--- config.mk ---
export PLATFORM = sky130hd
export DESIGN_NAME = synth_loop_filter_postdiv_regs
export DESIGN_NICKNAME = d
export VERILOG_FILES = /design/src/rtl/synth_regs_pkg.sv /design/src/rtl/synth2_cal_seq.sv /design/src/rtl/synth_loop_filter_postdiv_regs.sv
export SDC_FILE = /design/constraint.sdc
export NUM_CORES = 1
export LEC_CHECK = 0
export ABC_CLOCK_PERIOD_IN_PS = 2100
export BUFFER_PORTS_ARGS = -buffer_cell sky130_fd_sc_hd__buf_2
export CAP_MARGIN = 20
export CELL_PAD_IN_SITES_DETAIL_PLACEMENT = 1
export CELL_PAD_IN_SITES_GLOBAL_PLACEMENT = 1
export CORE_ASPECT_RATIO = 1.1
export CORE_UTILIZATION = 31
export DETAILED_ROUTE_END_ITERATION = 8
export PLACE_DENSITY_LB_ADDON = 0.1
export SKIP_CTS_REPAIR_TIMING = 1
export SYNTH_ARGS = -nofsm -noshare
export SYNTH_HDL_FRONTEND = slang
export SYNTH_HIERARCHICAL = 1
export SYNTH_SLANG_ARGS = --single-unit
--- constraint.sdc ---
create_clock -name clk_in -period 2.1 [get_ports clk_in]
set_clock_uncertainty 0.2 [all_clocks]
set_input_delay 0.63 -clock clk_in [delete_from_list [all_inputs] [get_ports clk_in]]
set_output_delay 0.63 -clock clk_in [all_outputs]
set_load 0.05 [all_outputs]
--- src/rtl/synth_regs_pkg.sv ---
// package: offsets, field layout, reset values and types of the synthesizer register slice
// assumes: 32-bit apb slave, 8-bit registers in the low byte of each word
package synth_regs_pkg;
   // printed offsets are not all multiples of four: kept as indices
   localparam logic [7:0] idx_synth1_filter_r3_mode = 8'h45;
   localparam logic [7:0] idx_synth1_filter_c3 = 8'h46;
   localparam logic [7:0] idx_synth2_control_a = 8'h47;
   localparam int addr_w = 12;
   localparam logic [11:0] addr_r3_mode = {2'h0, idx_synth1_filter_r3_mode, 2'h0};
   localparam logic [11:0] addr_c3 = {2'h0, idx_synth1_filter_c3, 2'h0};
   localparam logic [11:0] addr_ctrl_a = {2'h0, idx_synth2_control_a, 2'h0};
   // field layout
   localparam int r3_code_lsb = 1;
   localparam int r3_code_msb = 6;
   localparam int frac_sel_bit = 0;
   localparam int c3_code_msb = 2;
   localparam int c3_code_lsb = 0;
   localparam int post_div_lsb = 2;
   localparam int post_div_msb = 4;
   localparam int resync_bit = 1;
   localparam int power_down_bit = 0;
   // writable masks and reset values
   localparam logic [7:0] mask_r3_mode = 8'h7f;
   localparam logic [7:0] mask_c3 = 8'h07;
   localparam logic [7:0] mask_ctrl_a = 8'h1f;
   localparam logic [7:0] reset_r3_mode = 8'h00;
   localparam logic [7:0] reset_c3 = 8'h00;
   localparam logic [7:0] reset_ctrl_a = 8'h1e;
   // post-divider code to ratio
   localparam logic [2:0] post_div_min_code = 3'h2;
   localparam logic [3:0] post_div_min_ratio = 4'h2;
   localparam logic [3:0] post_div_offset = 4'h1;
   // calibration sequence length after power-up
   localparam int cal_time_us = 10;
   localparam int clk_mhz = 10;
   localparam int cal_cycles = cal_time_us * clk_mhz;
   localparam logic [7:0] cal_done_status_bit = 8'h01;

   typedef struct packed {
      logic [5:0] r3_code;
      logic fractional;
      logic [2:0] c3_code;
   } synth1_filter_t;

   typedef struct packed {
      logic [2:0] post_div_code;
      logic [3:0] post_div_ratio;
      logic resync_enable;
      logic power_down;
   } synth2_ctrl_t;

   typedef enum logic [1:0] {
      cal_off = 2'b00,
      cal_run = 2'b01,
      cal_done = 2'b10
   } cal_state_t;
endpackage : synth_regs_pkg

--- src/rtl/synth2_cal_seq.sv ---
// synth2 enable and calibration sequencer
// assumes: power_down_in comes from a register on the same clock
`timescale 1ns/1ns
`default_nettype none
module synth2_cal_seq
   import synth_regs_pkg::*;
#(
   parameter int cal_len = cal_cycles
)
(
   input wire logic clk_in,
   input wire logic resetn_in,
   input wire logic power_down_in,
   output logic synth_enable_out,
   output logic cal_reset_out,
   output logic cal_busy_out,
   output logic cal_done_out
);
   cal_state_t state;
   cal_state_t next_state;
   logic [15:0] count;
   logic [15:0] next_count;

   always_comb
   begin
      next_state = state;
      next_count = count;
      unique case (state)
         cal_off:
         begin
            next_count = 16'h0000;
            if (!power_down_in)
            begin
               next_state = cal_run;
            end
         end
         cal_run:
         begin
            if (power_down_in)
            begin
               next_state = cal_off;
            end
            else if (count == 16'(cal_len - 1))
            begin
               next_state = cal_done;
            end
            else
            begin
               next_count = count + 16'h0001;
            end
         end
         cal_done:
         begin
            if (power_down_in)
            begin
               next_state = cal_off;
            end
         end
         default:
         begin
            next_state = cal_off;
         end
      endcase
   end

   always_ff @(posedge clk_in or negedge resetn_in)
   begin
      if (!resetn_in)
      begin
         state <= cal_off;
         count <= 16'h0000;
      end
      else
      begin
         state <= next_state;
         count <= next_count;
      end
   end

   assign synth_enable_out = (state != cal_off);
   assign cal_reset_out = (state == cal_off);
   assign cal_busy_out = (state == cal_run);
   assign cal_done_out = (state == cal_done);
endmodule : synth2_cal_seq
`default_nettype wire

--- src/rtl/synth_loop_filter_postdiv_regs.sv ---
// apb register slice: synth1 third-pole filter, synth2 post-divider, resync, power-down
// assumes: apb master on clk_in; analog filter, divider and sync logic outside
//
// What this block does
// - a 6-bit resistor code at bits 6..1, reset zero, selects the third-pole resistor.
// - bit 0 of the resistor register picks integer (0) or fractional (1) filter, reset 0.
// - a 3-bit capacitor code at bits 2..0, reset zero, gives five pF per step.
// - bits 4..2 set the synth2 post-divider, reset 7; codes 0,1 give 2, 2..7 give 3..8.
// - bit 1, reset 1, lets a sync event resync every channel fed by synth2.
// - bit 0, reset 0, decides whether synth2 comes up enabled and calibrated after reset.
// - writing power-down to 1 disables synth2 and holds its calibration in reset.
// - clearing power-down re-enables synth2 and starts calibration on its own.
//
// Chosen here: the APB slave port.
`timescale 1ns/1ns
`default_nettype none
module synth_loop_filter_postdiv_regs
   import synth_regs_pkg::*;
#(
   parameter int cal_len = cal_cycles
)
(
   input wire logic clk_in,
   input wire logic resetn_in,
   input wire logic psel_in,
   input wire logic penable_in,
   input wire logic pwrite_in,
   input wire logic [addr_w-1:0] paddr_in,
   input wire logic [31:0] pwdata_in,
   input wire logic [3:0] pstrb_in,
   output logic [31:0] prdata_out,
   output logic pready_out,
   output logic pslverr_out,
   input wire logic sync_event_in,
   output synth1_filter_t synth1_filter_out,
   output synth2_ctrl_t synth2_ctrl_out,
   output logic synth2_resync_out,
   output logic synth2_enable_out,
   output logic synth2_cal_reset_out,
   output logic synth2_cal_busy_out
);
   logic [7:0] r3_mode;
   logic [7:0] c3;
   logic [7:0] ctrl_a;
   logic [7:0] next_r3_mode;
   logic [7:0] next_c3;
   logic [7:0] next_ctrl_a;
   logic [31:0] next_prdata;
   logic next_pslverr;
   logic [31:0] prdata;
   logic pslverr;
   logic sync_meta;
   logic sync_sync;
   logic sync_prev;
   logic resync;
   logic next_resync;
   logic cal_complete;
   logic [15:0] busy_cycles;
   logic [15:0] next_busy_cycles;

   function automatic logic [3:0] post_div_ratio(input logic [2:0] code);
      if (code < post_div_min_code)
      begin
         return post_div_min_ratio;
      end
      return 4'(code) + post_div_offset;
   endfunction : post_div_ratio

   function automatic logic known_addr(input logic [addr_w-1:0] a);
      return (a == addr_r3_mode) || (a == addr_c3) || (a == addr_ctrl_a);
   endfunction : known_addr

   wire logic access = psel_in && penable_in;
   wire logic wr_ok = access && pwrite_in && pstrb_in[0];

   // register writes; reserved bits masked off
   always_comb
   begin
      next_r3_mode = r3_mode;
      next_c3 = c3;
      next_ctrl_a = ctrl_a;
      if (wr_ok)
      begin
         unique case (paddr_in)
            addr_r3_mode: next_r3_mode = pwdata_in[7:0] & mask_r3_mode;
            addr_c3: next_c3 = pwdata_in[7:0] & mask_c3;
            addr_ctrl_a: next_ctrl_a = pwdata_in[7:0] & mask_ctrl_a;
            default: next_r3_mode = r3_mode;
         endcase
      end
   end

   always_ff @(posedge clk_in or negedge resetn_in)
   begin
      if (!resetn_in)
      begin
         r3_mode <= reset_r3_mode;
         c3 <= reset_c3;
         ctrl_a <= reset_ctrl_a;
      end
      else
      begin
         r3_mode <= next_r3_mode;
         c3 <= next_c3;
         ctrl_a <= next_ctrl_a;
      end
   end

   // read data registered on the setup cycle, valid in access phase
   always_comb
   begin
      next_prdata = 32'h0000_0000;
      next_pslverr = 1'b0;
      if (psel_in && !penable_in)
      begin
         next_pslverr = !known_addr(paddr_in);
         if (!pwrite_in)
         begin
            unique case (paddr_in)
               addr_r3_mode: next_prdata = {24'h00_0000, r3_mode};
               addr_c3: next_prdata = {24'h00_0000, c3};
               addr_ctrl_a: next_prdata = {24'h00_0000, ctrl_a};
               default: next_prdata = 32'h0000_0000;
            endcase
         end
      end
   end

   always_ff @(posedge clk_in or negedge resetn_in)
   begin
      if (!resetn_in)
      begin
         prdata <= 32'h0000_0000;
         pslverr <= 1'b0;
      end
      else
      begin
         prdata <= next_prdata;
         pslverr <= next_pslverr;
      end
   end

   assign prdata_out = prdata;
   assign pready_out = 1'b1;
   assign pslverr_out = pslverr && access;

   // sync event from a pin: two flops then edge detect
   always_comb
   begin
      next_resync = sync_sync && !sync_prev && ctrl_a[resync_bit];
   end

   always_ff @(posedge clk_in or negedge resetn_in)
   begin
      if (!resetn_in)
      begin
         sync_meta <= 1'b0;
         sync_sync <= 1'b0;
         sync_prev <= 1'b0;
         resync <= 1'b0;
      end
      else
      begin
         sync_meta <= sync_event_in;
         sync_sync <= sync_meta;
         sync_prev <= sync_sync;
         resync <= next_resync;
      end
   end

   assign synth2_resync_out = resync;

   assign synth1_filter_out.r3_code = r3_mode[r3_code_msb:r3_code_lsb];
   assign synth1_filter_out.fractional = r3_mode[frac_sel_bit];
   assign synth1_filter_out.c3_code = c3[c3_code_msb:c3_code_lsb];
   assign synth2_ctrl_out.post_div_code = ctrl_a[post_div_msb:post_div_lsb];
   assign synth2_ctrl_out.post_div_ratio =
      post_div_ratio(ctrl_a[post_div_msb:post_div_lsb]);
   assign synth2_ctrl_out.resync_enable = ctrl_a[resync_bit];
   assign synth2_ctrl_out.power_down = ctrl_a[power_down_bit];

   // power-down bit drives enable/calibration; reset value 0 starts cal after reset
   synth2_cal_seq #(
      .cal_len(cal_len)
   ) cal_seq (
      .clk_in(clk_in),
      .resetn_in(resetn_in),
      .power_down_in(ctrl_a[power_down_bit]),
      .synth_enable_out(synth2_enable_out),
      .cal_reset_out(synth2_cal_reset_out),
      .cal_busy_out(synth2_cal_busy_out),
      .cal_done_out(cal_complete)
   );

   // run length of the current calibration, for the checks below
   always_comb
   begin
      next_busy_cycles = synth2_cal_busy_out ? busy_cycles + 16'h0001 : 16'h0000;
   end

   always_ff @(posedge clk_in or negedge resetn_in)
   begin
      if (!resetn_in)
      begin
         busy_cycles <= 16'h0000;
      end
      else
      begin
         busy_cycles <= next_busy_cycles;
      end
   end

   // register contents and bus answers
   a_reserved_zero: assert property (@(posedge clk_in) disable iff (!resetn_in)
      ((r3_mode & ~mask_r3_mode) == 8'h00) && ((c3 & ~mask_c3) == 8'h00)
      && ((ctrl_a & ~mask_ctrl_a) == 8'h00))
      else $error("reserved bit stored");
   a_write_r3: assert property (@(posedge clk_in) disable iff (!resetn_in)
      wr_ok && paddr_in == addr_r3_mode |=> synth1_filter_out.r3_code
      == $past(pwdata_in[r3_code_msb:r3_code_lsb])
      && synth1_filter_out.fractional == $past(pwdata_in[frac_sel_bit]))
      else $error("resistor/mode write lost");
   a_frac_hold: assert property (@(posedge clk_in) disable iff (!resetn_in)
      !(wr_ok && paddr_in == addr_r3_mode) |=> $stable(synth1_filter_out.fractional))
      else $error("filter mode changed without write");
   a_r3_hold: assert property (@(posedge clk_in) disable iff (!resetn_in)
      !(wr_ok && paddr_in == addr_r3_mode) |=> $stable(synth1_filter_out.r3_code))
      else $error("resistor code changed without write");
   a_write_c3: assert property (@(posedge clk_in) disable iff (!resetn_in)
      wr_ok && paddr_in == addr_c3 |=> synth1_filter_out.c3_code
      == $past(pwdata_in[c3_code_msb:c3_code_lsb]))
      else $error("capacitor write lost");
   a_c3_hold: assert property (@(posedge clk_in) disable iff (!resetn_in)
      !(wr_ok && paddr_in == addr_c3) |=> $stable(synth1_filter_out.c3_code))
      else $error("capacitor code changed without write");
   a_write_ctrl: assert property (@(posedge clk_in) disable iff (!resetn_in)
      wr_ok && paddr_in == addr_ctrl_a |=> synth2_ctrl_out.post_div_code
      == $past(pwdata_in[post_div_msb:post_div_lsb])
      && synth2_ctrl_out.resync_enable == $past(pwdata_in[resync_bit])
      && synth2_ctrl_out.power_down == $past(pwdata_in[power_down_bit]))
      else $error("control write lost");
   a_ctrl_hold: assert property (@(posedge clk_in) disable iff (!resetn_in)
      !(wr_ok && paddr_in == addr_ctrl_a) |=> $stable(synth2_ctrl_out))
      else $error("control changed without write");
   a_post_div: assert property (@(posedge clk_in) disable iff (!resetn_in)
      (synth2_ctrl_out.post_div_code <= 3'h1) ? synth2_ctrl_out.post_div_ratio == 4'h2
      : synth2_ctrl_out.post_div_ratio == 4'(synth2_ctrl_out.post_div_code) + 4'h1)
      else $error("post-divider ratio wrong");
   a_strobe_block: assert property (@(posedge clk_in) disable iff (!resetn_in)
      access && pwrite_in && !pstrb_in[0] |=> $stable(r3_mode) && $stable(c3) && $stable(ctrl_a))
      else $error("write without strobe stored");
   a_unmapped_write: assert property (@(posedge clk_in) disable iff (!resetn_in)
      access && pwrite_in && !known_addr(paddr_in) |=> $stable({r3_mode, c3, ctrl_a}))
      else $error("unmapped write stored");
   a_bad_addr_err: assert property (@(posedge clk_in) disable iff (!resetn_in)
      access && $past(psel_in && !penable_in) && $stable(paddr_in) && !known_addr(paddr_in)
      |-> pslverr_out) else $error("unmapped access not flagged");
   a_err_mapped: assert property (@(posedge clk_in) disable iff (!resetn_in)
      access && $past(psel_in && !penable_in) && $stable(paddr_in) && known_addr(paddr_in)
      |-> !pslverr_out) else $error("mapped access flagged");
   a_read_c3: assert property (@(posedge clk_in) disable iff (!resetn_in)
      access && !pwrite_in && paddr_in == addr_c3 && $past(psel_in && !penable_in)
      |-> prdata_out == 32'(synth1_filter_out.c3_code)) else $error("capacitor read wrong");

   // sync handling
   a_resync_gate: assert property (@(posedge clk_in) disable iff (!resetn_in)
      synth2_resync_out |-> $past(ctrl_a[resync_bit])
      && $past(sync_sync) && !$past(sync_prev))
      else $error("resync without enable or edge");
   a_resync_pulse: assert property (@(posedge clk_in) disable iff (!resetn_in)
      synth2_resync_out |=> !synth2_resync_out)
      else $error("resync pulse too long");
   a_resync_disabled: assert property (@(posedge clk_in) disable iff (!resetn_in)
      !ctrl_a[resync_bit] |=> !synth2_resync_out)
      else $error("resync while disabled");

   // power-down and calibration
   a_pdn_off: assert property (@(posedge clk_in) disable iff (!resetn_in)
      ctrl_a[power_down_bit] |=> !synth2_enable_out && synth2_cal_reset_out)
      else $error("synth2 not held off");
   a_pdn_cal_start: assert property (@(posedge clk_in) disable iff (!resetn_in)
      $fell(ctrl_a[power_down_bit]) |-> ##1 synth2_cal_busy_out ##1 synth2_enable_out)
      else $error("calibration not started");
   a_reset_cal: assert property (@(posedge clk_in) disable iff (!resetn_in)
      $rose(resetn_in) ##0 !ctrl_a[power_down_bit] |=> synth2_cal_busy_out)
      else $error("no calibration after reset");
   a_enable_vs_reset: assert property (@(posedge clk_in) disable iff (!resetn_in)
      synth2_enable_out != synth2_cal_reset_out)
      else $error("enable and calibration reset overlap");
   a_busy_enabled: assert property (@(posedge clk_in) disable iff (!resetn_in)
      synth2_cal_busy_out |-> synth2_enable_out)
      else $error("calibration while disabled");
   a_cal_length: assert property (@(posedge clk_in) disable iff (!resetn_in)
      synth2_cal_busy_out |-> busy_cycles < 16'(cal_len))
      else $error("calibration too long");
   a_cal_complete: assert property (@(posedge clk_in) disable iff (!resetn_in)
      $fell(synth2_cal_busy_out) && synth2_enable_out |-> $past(busy_cycles) == 16'(cal_len - 1))
      else $error("calibration ended early");

   c_cal_done: cover property (@(posedge clk_in) disable iff (!resetn_in) $rose(cal_complete));
   c_resync: cover property (@(posedge clk_in) disable iff (!resetn_in) synth2_resync_out);
   c_power_down: cover property (@(posedge clk_in) disable iff (!resetn_in)
      $rose(ctrl_a[power_down_bit]));
   c_bad_addr: cover property (@(posedge clk_in) disable iff (!resetn_in) pslverr_out);
   c_cal_abort: cover property (@(posedge clk_in) disable iff (!resetn_in)
      synth2_cal_busy_out && ctrl_a[power_down_bit]);
endmodule : synth_loop_filter_postdiv_regs
`default_nettype wire

Word level (Yosys, flattened, before mapping):

Cells that the tools add are included.

* input bits: 54
* logic and storage cells: 60
* register bits after elaboration: 70
* output and inout bits: 57

* $lt $le $gt $ge: 1
* equal/unequal tests: 11
* reductions and logical operators: 20
* multiplexer cells: 15
* $add $sub $neg: 2

Operators by type and width (count)
* equality test 12 x 9 -> 1 bit (second input constant): 3
* 2-to-1 mux 16 bit: 2
* case mux 16 bit (2 select lines): 1
* case mux 7 bit (3 select lines): 1
* adder 16 x 1 -> 16 bit (second input constant): 1
* equality test 16 x 7 -> 1 bit (second input constant): 1
* 2-to-1 mux 7 bit: 2
* 2-to-1 mux 2 bit: 4
* 2-to-1 mux 4 bit: 2
* != test 2 bit (second input constant): 4
* logical AND 1 bit: 7
* case mux 2 bit (3 select lines): 1
* AND reduction 2 bit: 3
* AND reduction 3 bit: 2
* adder 3 x 1 -> 4 bit (second input constant): 1
* nonzero test 2 bit: 2
* zero test 1 bit: 3
* less-than comparator 3 x 2 -> 1 bit (second input constant): 1
* != test 3 x 1 -> 1 bit (second input constant): 1
* equality test 2 x 1 -> 1 bit (second input constant): 1
* equality test 2 bit (second input constant): 1
* zero test 2 bit: 1
* logical OR 1 bit: 2
* 2-to-1 mux 1 bit: 2

Logic depth before layout (Yosys ltp):

Gate-level depths: netlist of the first run.

* depth in word-level cells: 5
* mapped depth: 7
* gate-level depth less buffers: 6

Cells and area by module:

Netlist of the first run, hierarchy kept.

By module, submodules not included
* synth_loop_filter_postdiv_regs: area an instance 1417.6 um2, times used 1, cells an instance 115, seq. area each 680.7 um2
* synth2_cal_seq: area an instance 1011.0 um2, times used 1, cells an instance 109, seq. area each 450.4 um2

Worst setup path before layout of the first run:

Ideal clock, no wire load.

* kind: register -> output
* from: reg ctrl_a[3]
* to: out synth2_ctrl_out[4] (netlist bit)
* buffers on the path: 0
* data required time: 1270 ps
* slack: -489 ps
* cell stages (with the launch flop): 4
* data arrival time: 1759 ps
* cells stage by stage: dfstp_2 ha_1 nand2_1 mux2i_1

RTL lines
* start, declared: RTL line synth_loop_filter_postdiv_regs.sv:44 `logic [7:0] ctrl_a;`
* start signal, assigned: RTL line synth_loop_filter_postdiv_regs.sv:99 `ctrl_a <= reset_ctrl_a;`
* start signal, assigned: RTL line synth_loop_filter_postdiv_regs.sv:105 `ctrl_a <= next_ctrl_a;`
* end, declared: RTL line synth_loop_filter_postdiv_regs.sv:36 `output synth2_ctrl_t synth2_ctrl_out,`

==> flow_summary_export.csv, run 1 <==
group,metric,value,unit
critical_path,worstPathArrival,1.53,ns
global_routing,grt_pass1_vias,1998,
global_routing,grt_pass1_wl,9.784,mm
layout,drive_gt1_share,52.92,%
logic_synthesis,synth_largest_area_cell,"dfrtp_1",
logic_synthesis,synth_area,0.002429,mm²
layout,utilization,44.67,%
status,status,"complete, but fails checks",
logic_synthesis,yosysSeqAreaShare,46.57,%
pwr,power_density,652.3,mW/mm²
clock_tree,clkLatencyLatePin,0.30,ns
clock_tree,h-tree-depth,2,
critical_path,start_kind,"register",
floorplanning,die_h,94.83,µm
route,drc,0,
global_routing,grt_usage,15.39,%
sta,fin_crit,2.364,ns
worst_hold_path,min_path_type,"input port to async pin",
floorplanning,die_area,0.008192,mm²
pwr,ir_drop,0.0003181,V
logic_synthesis,async_flop_share,100.0,%
layout,syn2layout_area_growth,38.23,%
clock_tree,clk_path_buf_depth,2,
logic_synthesis,yosysMostFrequentCell,"dfrtp_1",
sta,setup_viol,12,
placed_design,dp.cells,402,
critical_path,cp_max_fo,4,
critical_path,critPathKind,"register to output pin",
critical_path,critPathCaptureType,"output pin",
global_routing,grt_max_degree,33,
clock_tree,cts_num_sinks,45,
layout,multi_input_area,0.001338,mm²
pwr,p_leak,1.613,nW
sta,maxSlewViolCount,0,
floorplanning,io_pins,111,
logic_synthesis,synth_warnings,6,
logic_synthesis,ys_types,48,
layout,fin_cells,413,
route,drt-vias-per-instance,4.874,
route,first_pass_iters,4,
placed_design,port_buffers,56,
route,vias,2013,
sta,clock.fmax,422.9,MHz
floorplanning,start_util,32.32,%
sta,setup_ws,-0.2644,ns
clock_tree,cts_buffers,5,
sta,hold_violations,0,
floorplanning,core-area,0.007515,mm²
floorplanning,num_rows,33,
sta,rsz0062_at_grt,"yes",
clock_tree,clkSlewWorstSetupHoldPaths,0.10,ns
logic_synthesis,synthFlopType,"dfrtp_1",
route,drt_wl_total,6.271,mm
placed_design,gp_congestion,0.7789,
floorplanning,dieWidth,86.39,µm
logic_synthesis,synth-seq-cells,45,
logic_synthesis,synth_edf_count,0,
logic_synthesis,netlist.area_leader.share,42.25,%
global_routing,antenna_found_initial,0,
logic_synthesis,synth_area_per_cell,10.84,µm²
logic_synthesis,netlist_top_cells_area,"dfrtp_1 (42%), mux2_2 (8.8%), buf_4 (8.0%)",
placed_design,post-dp-hpwl,4.588,mm
critical_path,worstPathRequired,1.27,ns
sta,post-route-period-util,112.6,%
layout,fillCellCount,861,
route,drt-initial-drc-count,42,
global_routing,globalRouteOverflowTotal,0,
layout,seq_area,0.001141,mm²
logic_synthesis,syn_inst,224,
job,max_cap_violations,0,
logic_synthesis,synth_commonest_cells,"dfrtp_1 (41), buf_4 (26), mux2_2 (19)",
clock_tree,root_buffer,"clkbuf_8",
clock_tree,cts_tree,"done",
layout,final_nets,363,
layout,num_antenna_cells,0,
route,postRouteAntennaNets,0,
status,failed_checks,"negative setup slack",
route,routedWlPerCell,15.18,µm
-- through the flow --
step                      worst slack [ns]  cell area, µm²  setup TNS, ns  hold WS, ns  power (W)
after CTS                          -0.3381            3064         -2.127      0.04802   0.002150
final                              -0.2644            3357        -0.7951      0.03112   0.002190
after global placement             -0.3690            2948         -7.584       0.1343   0.001451
after detailed placement           -0.3656            2948         -7.737       0.1371   0.001463
after global routing               -0.3041            3357         -1.204      0.04808   0.002303
after floorplan                    -0.3229            2579         -5.518       0.1312   0.001328
-- state kept, by name, summed over array words and instances, names as in the netlist --
register           count
prdata_out             7
sync_meta              1
ctrl_a                 5
cal_seq/state          2
sync_prev              1
synth2_resync_out      1
r3_mode                7
cal_seq/count         16
sync_sync              1
c3                     3
pslverr                1
-- worst paths after layout --
kind | endpoint | startpoint | depth (start not counted) | slack (ns)
min reg2reg | sync_sync | sync_meta | 0 | 0.16
max | synth2_ctrl_out[3] | ctrl_a[3] | 3 | -0.26
min in group clk_in | sync_sync | sync_meta | 0 | 0.16
max in group asynchronous | ctrl_a[1] | resetn_in | 2 | 1.11
max reg2reg | cal_seq/count[5] | cal_seq/count[1] | 6 | 0.03
min | cal_seq/count[6] | resetn_in | 1 | 0.03
-- critical path, stage by stage (launching register included) --
cell	delay [ns]
dfstp_4	0.66
ha_4	0.20
or2_4	0.23
buf_8	0.15
-- cell usage in the layout, fill, tap and decap left out, types with 3 or more instances in the layout --
cell type  netlist  final
a21oi_1          4      4
dfrtp_1         41     39
buf_2            3     47
o311ai_0         5      3
or2_4            0      3
nor2_1           7      5
o31ai_2          0      6
nand2_1         11     10
mux2_4           0     12
nor3_1           6      5
or4b_4           0      4
a22oi_1          3      3
conb_1           2     26
and3_1           6      6
buf_8            1      3
o21ai_0         10      6
nand3_1          9      8
nor2b_1          3      3
clkbuf_8         0      5
mux2_2          19      8
buf_6            1     11
o31ai_1         12      4
buf_4           26     25
nor4_4           2      3
a31oi_1          3      3
-- where the power goes --
| part | switching, W | internal [W] | total (W) | leakage [nW] |
|---|---|---|---|---|
| logic | 0.000314 | 0.000185 | 0.000499 | 0.963 |
| registers | 0.0000767 | 0.000933 | 0.00101 | 0.590 |
| clock network | 0.000318 | 0.000363 | 0.000682 | 0.0591 |
| total | 0.000709 | 0.00148 | 0.00219 | 1.61 |
-- logic make-up (layout without fill, tap and decap cells) --
group	Yosys count	in the layout	synth area share (%)
buffers and inverters	39	99	10.97
flip-flops	45	45	46.57
multiplexers	21	21	9.686
AO/OA/AOI/OAI	43	43	12.26
other	2	26	0.3092
AND/OR/NAND/NOR	72	72	19.17
adder cells (fa/ha/maj)	2	2	1.030
-- per-layer routing --
| metal | global-route usage (%) | up-vias | routed length (µm) |
|---|---|---|---|
| met3 | 2.535 | 8 | 198 |
| met1 | 18.78 | 1003 | 2707 |
| met4 | 3.889 | 0 | 90 |
| met5 | 0 | - | 0 |
| met2 | 28.04 | 48 | 3274 |
| li1 | - | 954 | - |
-- layout make-up --
cell class / count / share of cell area, %
timing repair buffer: 87 / 18.23
clock inverter: 3 / 1.416
clock buffer: 5 / 2.050
inverter: 4 / 0.5591
sequential: 45 / 33.99
multi-input combinational: 164 / 39.84
tap: 105 / 3.914
Note: power is estimated with default switching activity, not from simulation.
==> inputs of run 2 (changes only) <==
--- a/config.mk
+++ b/config.mk
@@ -5,7 +5,7 @@
 export SDC_FILE = /design/constraint.sdc
 export NUM_CORES = 1
 export LEC_CHECK = 0
-export ABC_CLOCK_PERIOD_IN_PS = 2100
+export ABC_CLOCK_PERIOD_IN_PS = 2150
 export BUFFER_PORTS_ARGS = -buffer_cell sky130_fd_sc_hd__buf_2
 export CAP_MARGIN = 20
 export CELL_PAD_IN_SITES_DETAIL_PLACEMENT = 1
@@ -14,6 +14,7 @@
 export CORE_UTILIZATION = 31
 export DETAILED_ROUTE_END_ITERATION = 8
 export PLACE_DENSITY_LB_ADDON = 0.1
+export RECOVER_POWER = 100
 export SKIP_CTS_REPAIR_TIMING = 1
 export SYNTH_ARGS = -nofsm -noshare
 export SYNTH_HDL_FRONTEND = slang
==> constraint.sdc (replaced) <==
create_clock -name clk_in -period 2.15 [get_ports clk_in]
set_clock_uncertainty 0.2 [all_clocks]
set_input_delay 0.645 -clock clk_in [delete_from_list [all_inputs] [get_ports clk_in]]
set_output_delay 0.645 -clock clk_in [all_outputs]
set_load 0.05 [all_outputs]
==> run 2 against run 1 <==
Net effect: the run still ends with negative setup slack left; total power down 9.4%; sequential share of layout area grew 2.7 points; design area down 7.5%; final cell count shrank 0.97%; combinational power shrank 13%; clock power is 17% lower; via count decreased by 2.8%; critical path depth stayed put; sequential power barely moved; non-clock buffer count down 4; clock-buffer cell count unchanged; largest cell class unchanged.
==> flow_summary_export.csv, run 2 (synthesis results as in run 1) <==
group,metric,value,unit
floorplanning,io_pins,111,
pwr,ir_drop,0.0002497,V
layout,top_register,"cal_seq/count",
critical_path,cp_max_fo,2,
floorplanning,die_h,94.83,µm
critical_path,worstPathRequired,1.30,ns
sta,tns,-0.6100,ns
critical_path,critPathCaptureType,"output pin",
clock_tree,cts_num_sinks,45,
route,routedWlPerCell,14.82,µm
sta,setup_viol,5,
sta,rsz0062_at_grt,"yes",
worst_hold_path,min_path_type,"register to register",
global_routing,globalRouteOverflowTotal,0,
layout,largest_reg_flops,16,
route,drt-initial-drc-count,42,
route,drt_wl_total,6.062,mm
placed_design,dp.cells,399,
job,max_cap_violations,0,
sta,slew_headroom,21.35,%
global_routing,grt_max_degree,46,
layout,layout_common_cells,"dfrtp_1 (41), buf_2 (28), conb_1 (26)",
clock_tree,root_buffer,"clkbuf_8",
layout,fin_cells,409,
floorplanning,num_rows,33,
layout,seq_area,0.001139,mm²
clock_tree,cts_buffers,5,
route,first_pass_iters,4,
status,failed_checks,"negative setup slack",
sta,tightestPinTransition,1.180,ns
critical_path,cp_cell_sequence,"ha_4 > or2_4 > buf_8",
global_routing,grt_pass1_vias,2031,
critical_path,critPathSlowestCell,"dfstp_4",
floorplanning,die_area,0.008192,mm²
layout,fillCellCount,891,
clock_tree,clkSlewWorstSetupHoldPaths,0.10,ns
global_routing,grt_pass1_wl,10.25,mm
critical_path,critPathKind,"register to output pin",
sta,clock.fmax,422.8,MHz
sta,post-route-period-util,110.0,%
global_routing,antenna_found_initial,0,
layout,utilization,41.34,%
critical_path,worstSetupPathDepth,3,
critical_path,cp_slowest_stage_delay,0.64,ns
clock_tree,clkLatencyLatePin,0.30,ns
sta,maxSlewViolCount,0,
critical_path,crit_buf_inv,1,
sta,hold_violations,0,
layout,syn2layout_area_growth,27.92,%
route,vias,1957,
route,drc,0,
layout,multi_input_area,0.001205,mm²
critical_path,start_kind,"register",
sta,fin_crit,2.365,ns
floorplanning,core-area,0.007515,mm²
critical_path,cp_top_family,"flip-flops",
critical_path,worstPathArrival,1.52,ns
layout,final_common_cell,"dfrtp_1",
clock_tree,clk_path_buf_depth,2,
clock_tree,h-tree-depth,2,
pwr,finalPower,0.001983,W
floorplanning,dieWidth,86.39,µm
placed_design,port_buffers,56,
pwr,p_leak,1.446,nW
route,drt-vias-per-instance,4.785,
layout,drive_gt1_share,42.11,%
layout,num_antenna_cells,0,
worst_hold_path,hold_depth,0,
placed_design,gp_congestion,0.7084,
clock_tree,cts_tree,"done",
placed_design,dpl_cell_area,0.002925,mm²
pwr,power_density,638.4,mW/mm²
layout,final_nets,359,
critical_path,rr_worst_depth,6,
placed_design,post-dp-hpwl,4.483,mm
layout,fin_area,0.003107,mm²
status,status,"complete, but fails checks",
sta,setup_ws,-0.2154,ns
floorplanning,start_util,32.32,%
route,postRouteAntennaNets,0,
global_routing,grt_usage,16.04,%
## run 2: changes by cell type in the layout (fill, tap and decap cells not counted), sizes merged
cell	previous run	this run
bufinv	1	0
clkinv	0	2
inv	5	4
clkbuf	5	29
buf	87	59
## run 2: per-stage QoR
stage	worst slack, ns	hold slack [ns]
after floorplan	-0.2879	0.1312
after global placement	-0.3396	0.1326
after detailed placement	-0.3480	0.1604
after CTS	-0.3300	0.1049
after global routing	-0.2599	0.1916
final	-0.2154	0.1743
## run 2: final timing paths
kind,endpoint,slack (ns),start
max,synth2_ctrl_out[3],-0.22,ctrl_a[2]
min,sync_sync,0.17,sync_meta
max reg2reg,cal_seq/count[3],0.01,cal_seq/count[0]
min reg2reg,sync_sync,0.17,sync_meta
max in group asynchronous,c3[1],0.59,resetn_in
min in group asynchronous,cal_seq/state[1],0.44,resetn_in
## run 2: area by class of cell
cell class	instances	area share, %
clock buffer	5	2.215
inverter	4	0.6041
multi-input combinational	164	38.78
sequential	45	36.65
clock inverter	3	0.8458
timing repair buffer	83	16.67
tap	105	4.229
## run 2: layer usage
layer	GRT usage [%]	wire, µm
met5	0	0
met4	3.750	57
met3	3.497	232
met2	27.78	3026
met1	20.35	2746
## run 2: report_power, final
part           switching [W]  internal, W  total (W)  leakage [nW]
clock               0.000331     0.000238   0.000568        0.0487
combinational       0.000280     0.000152   0.000432         0.804
sequential         0.0000727     0.000911   0.000984         0.594
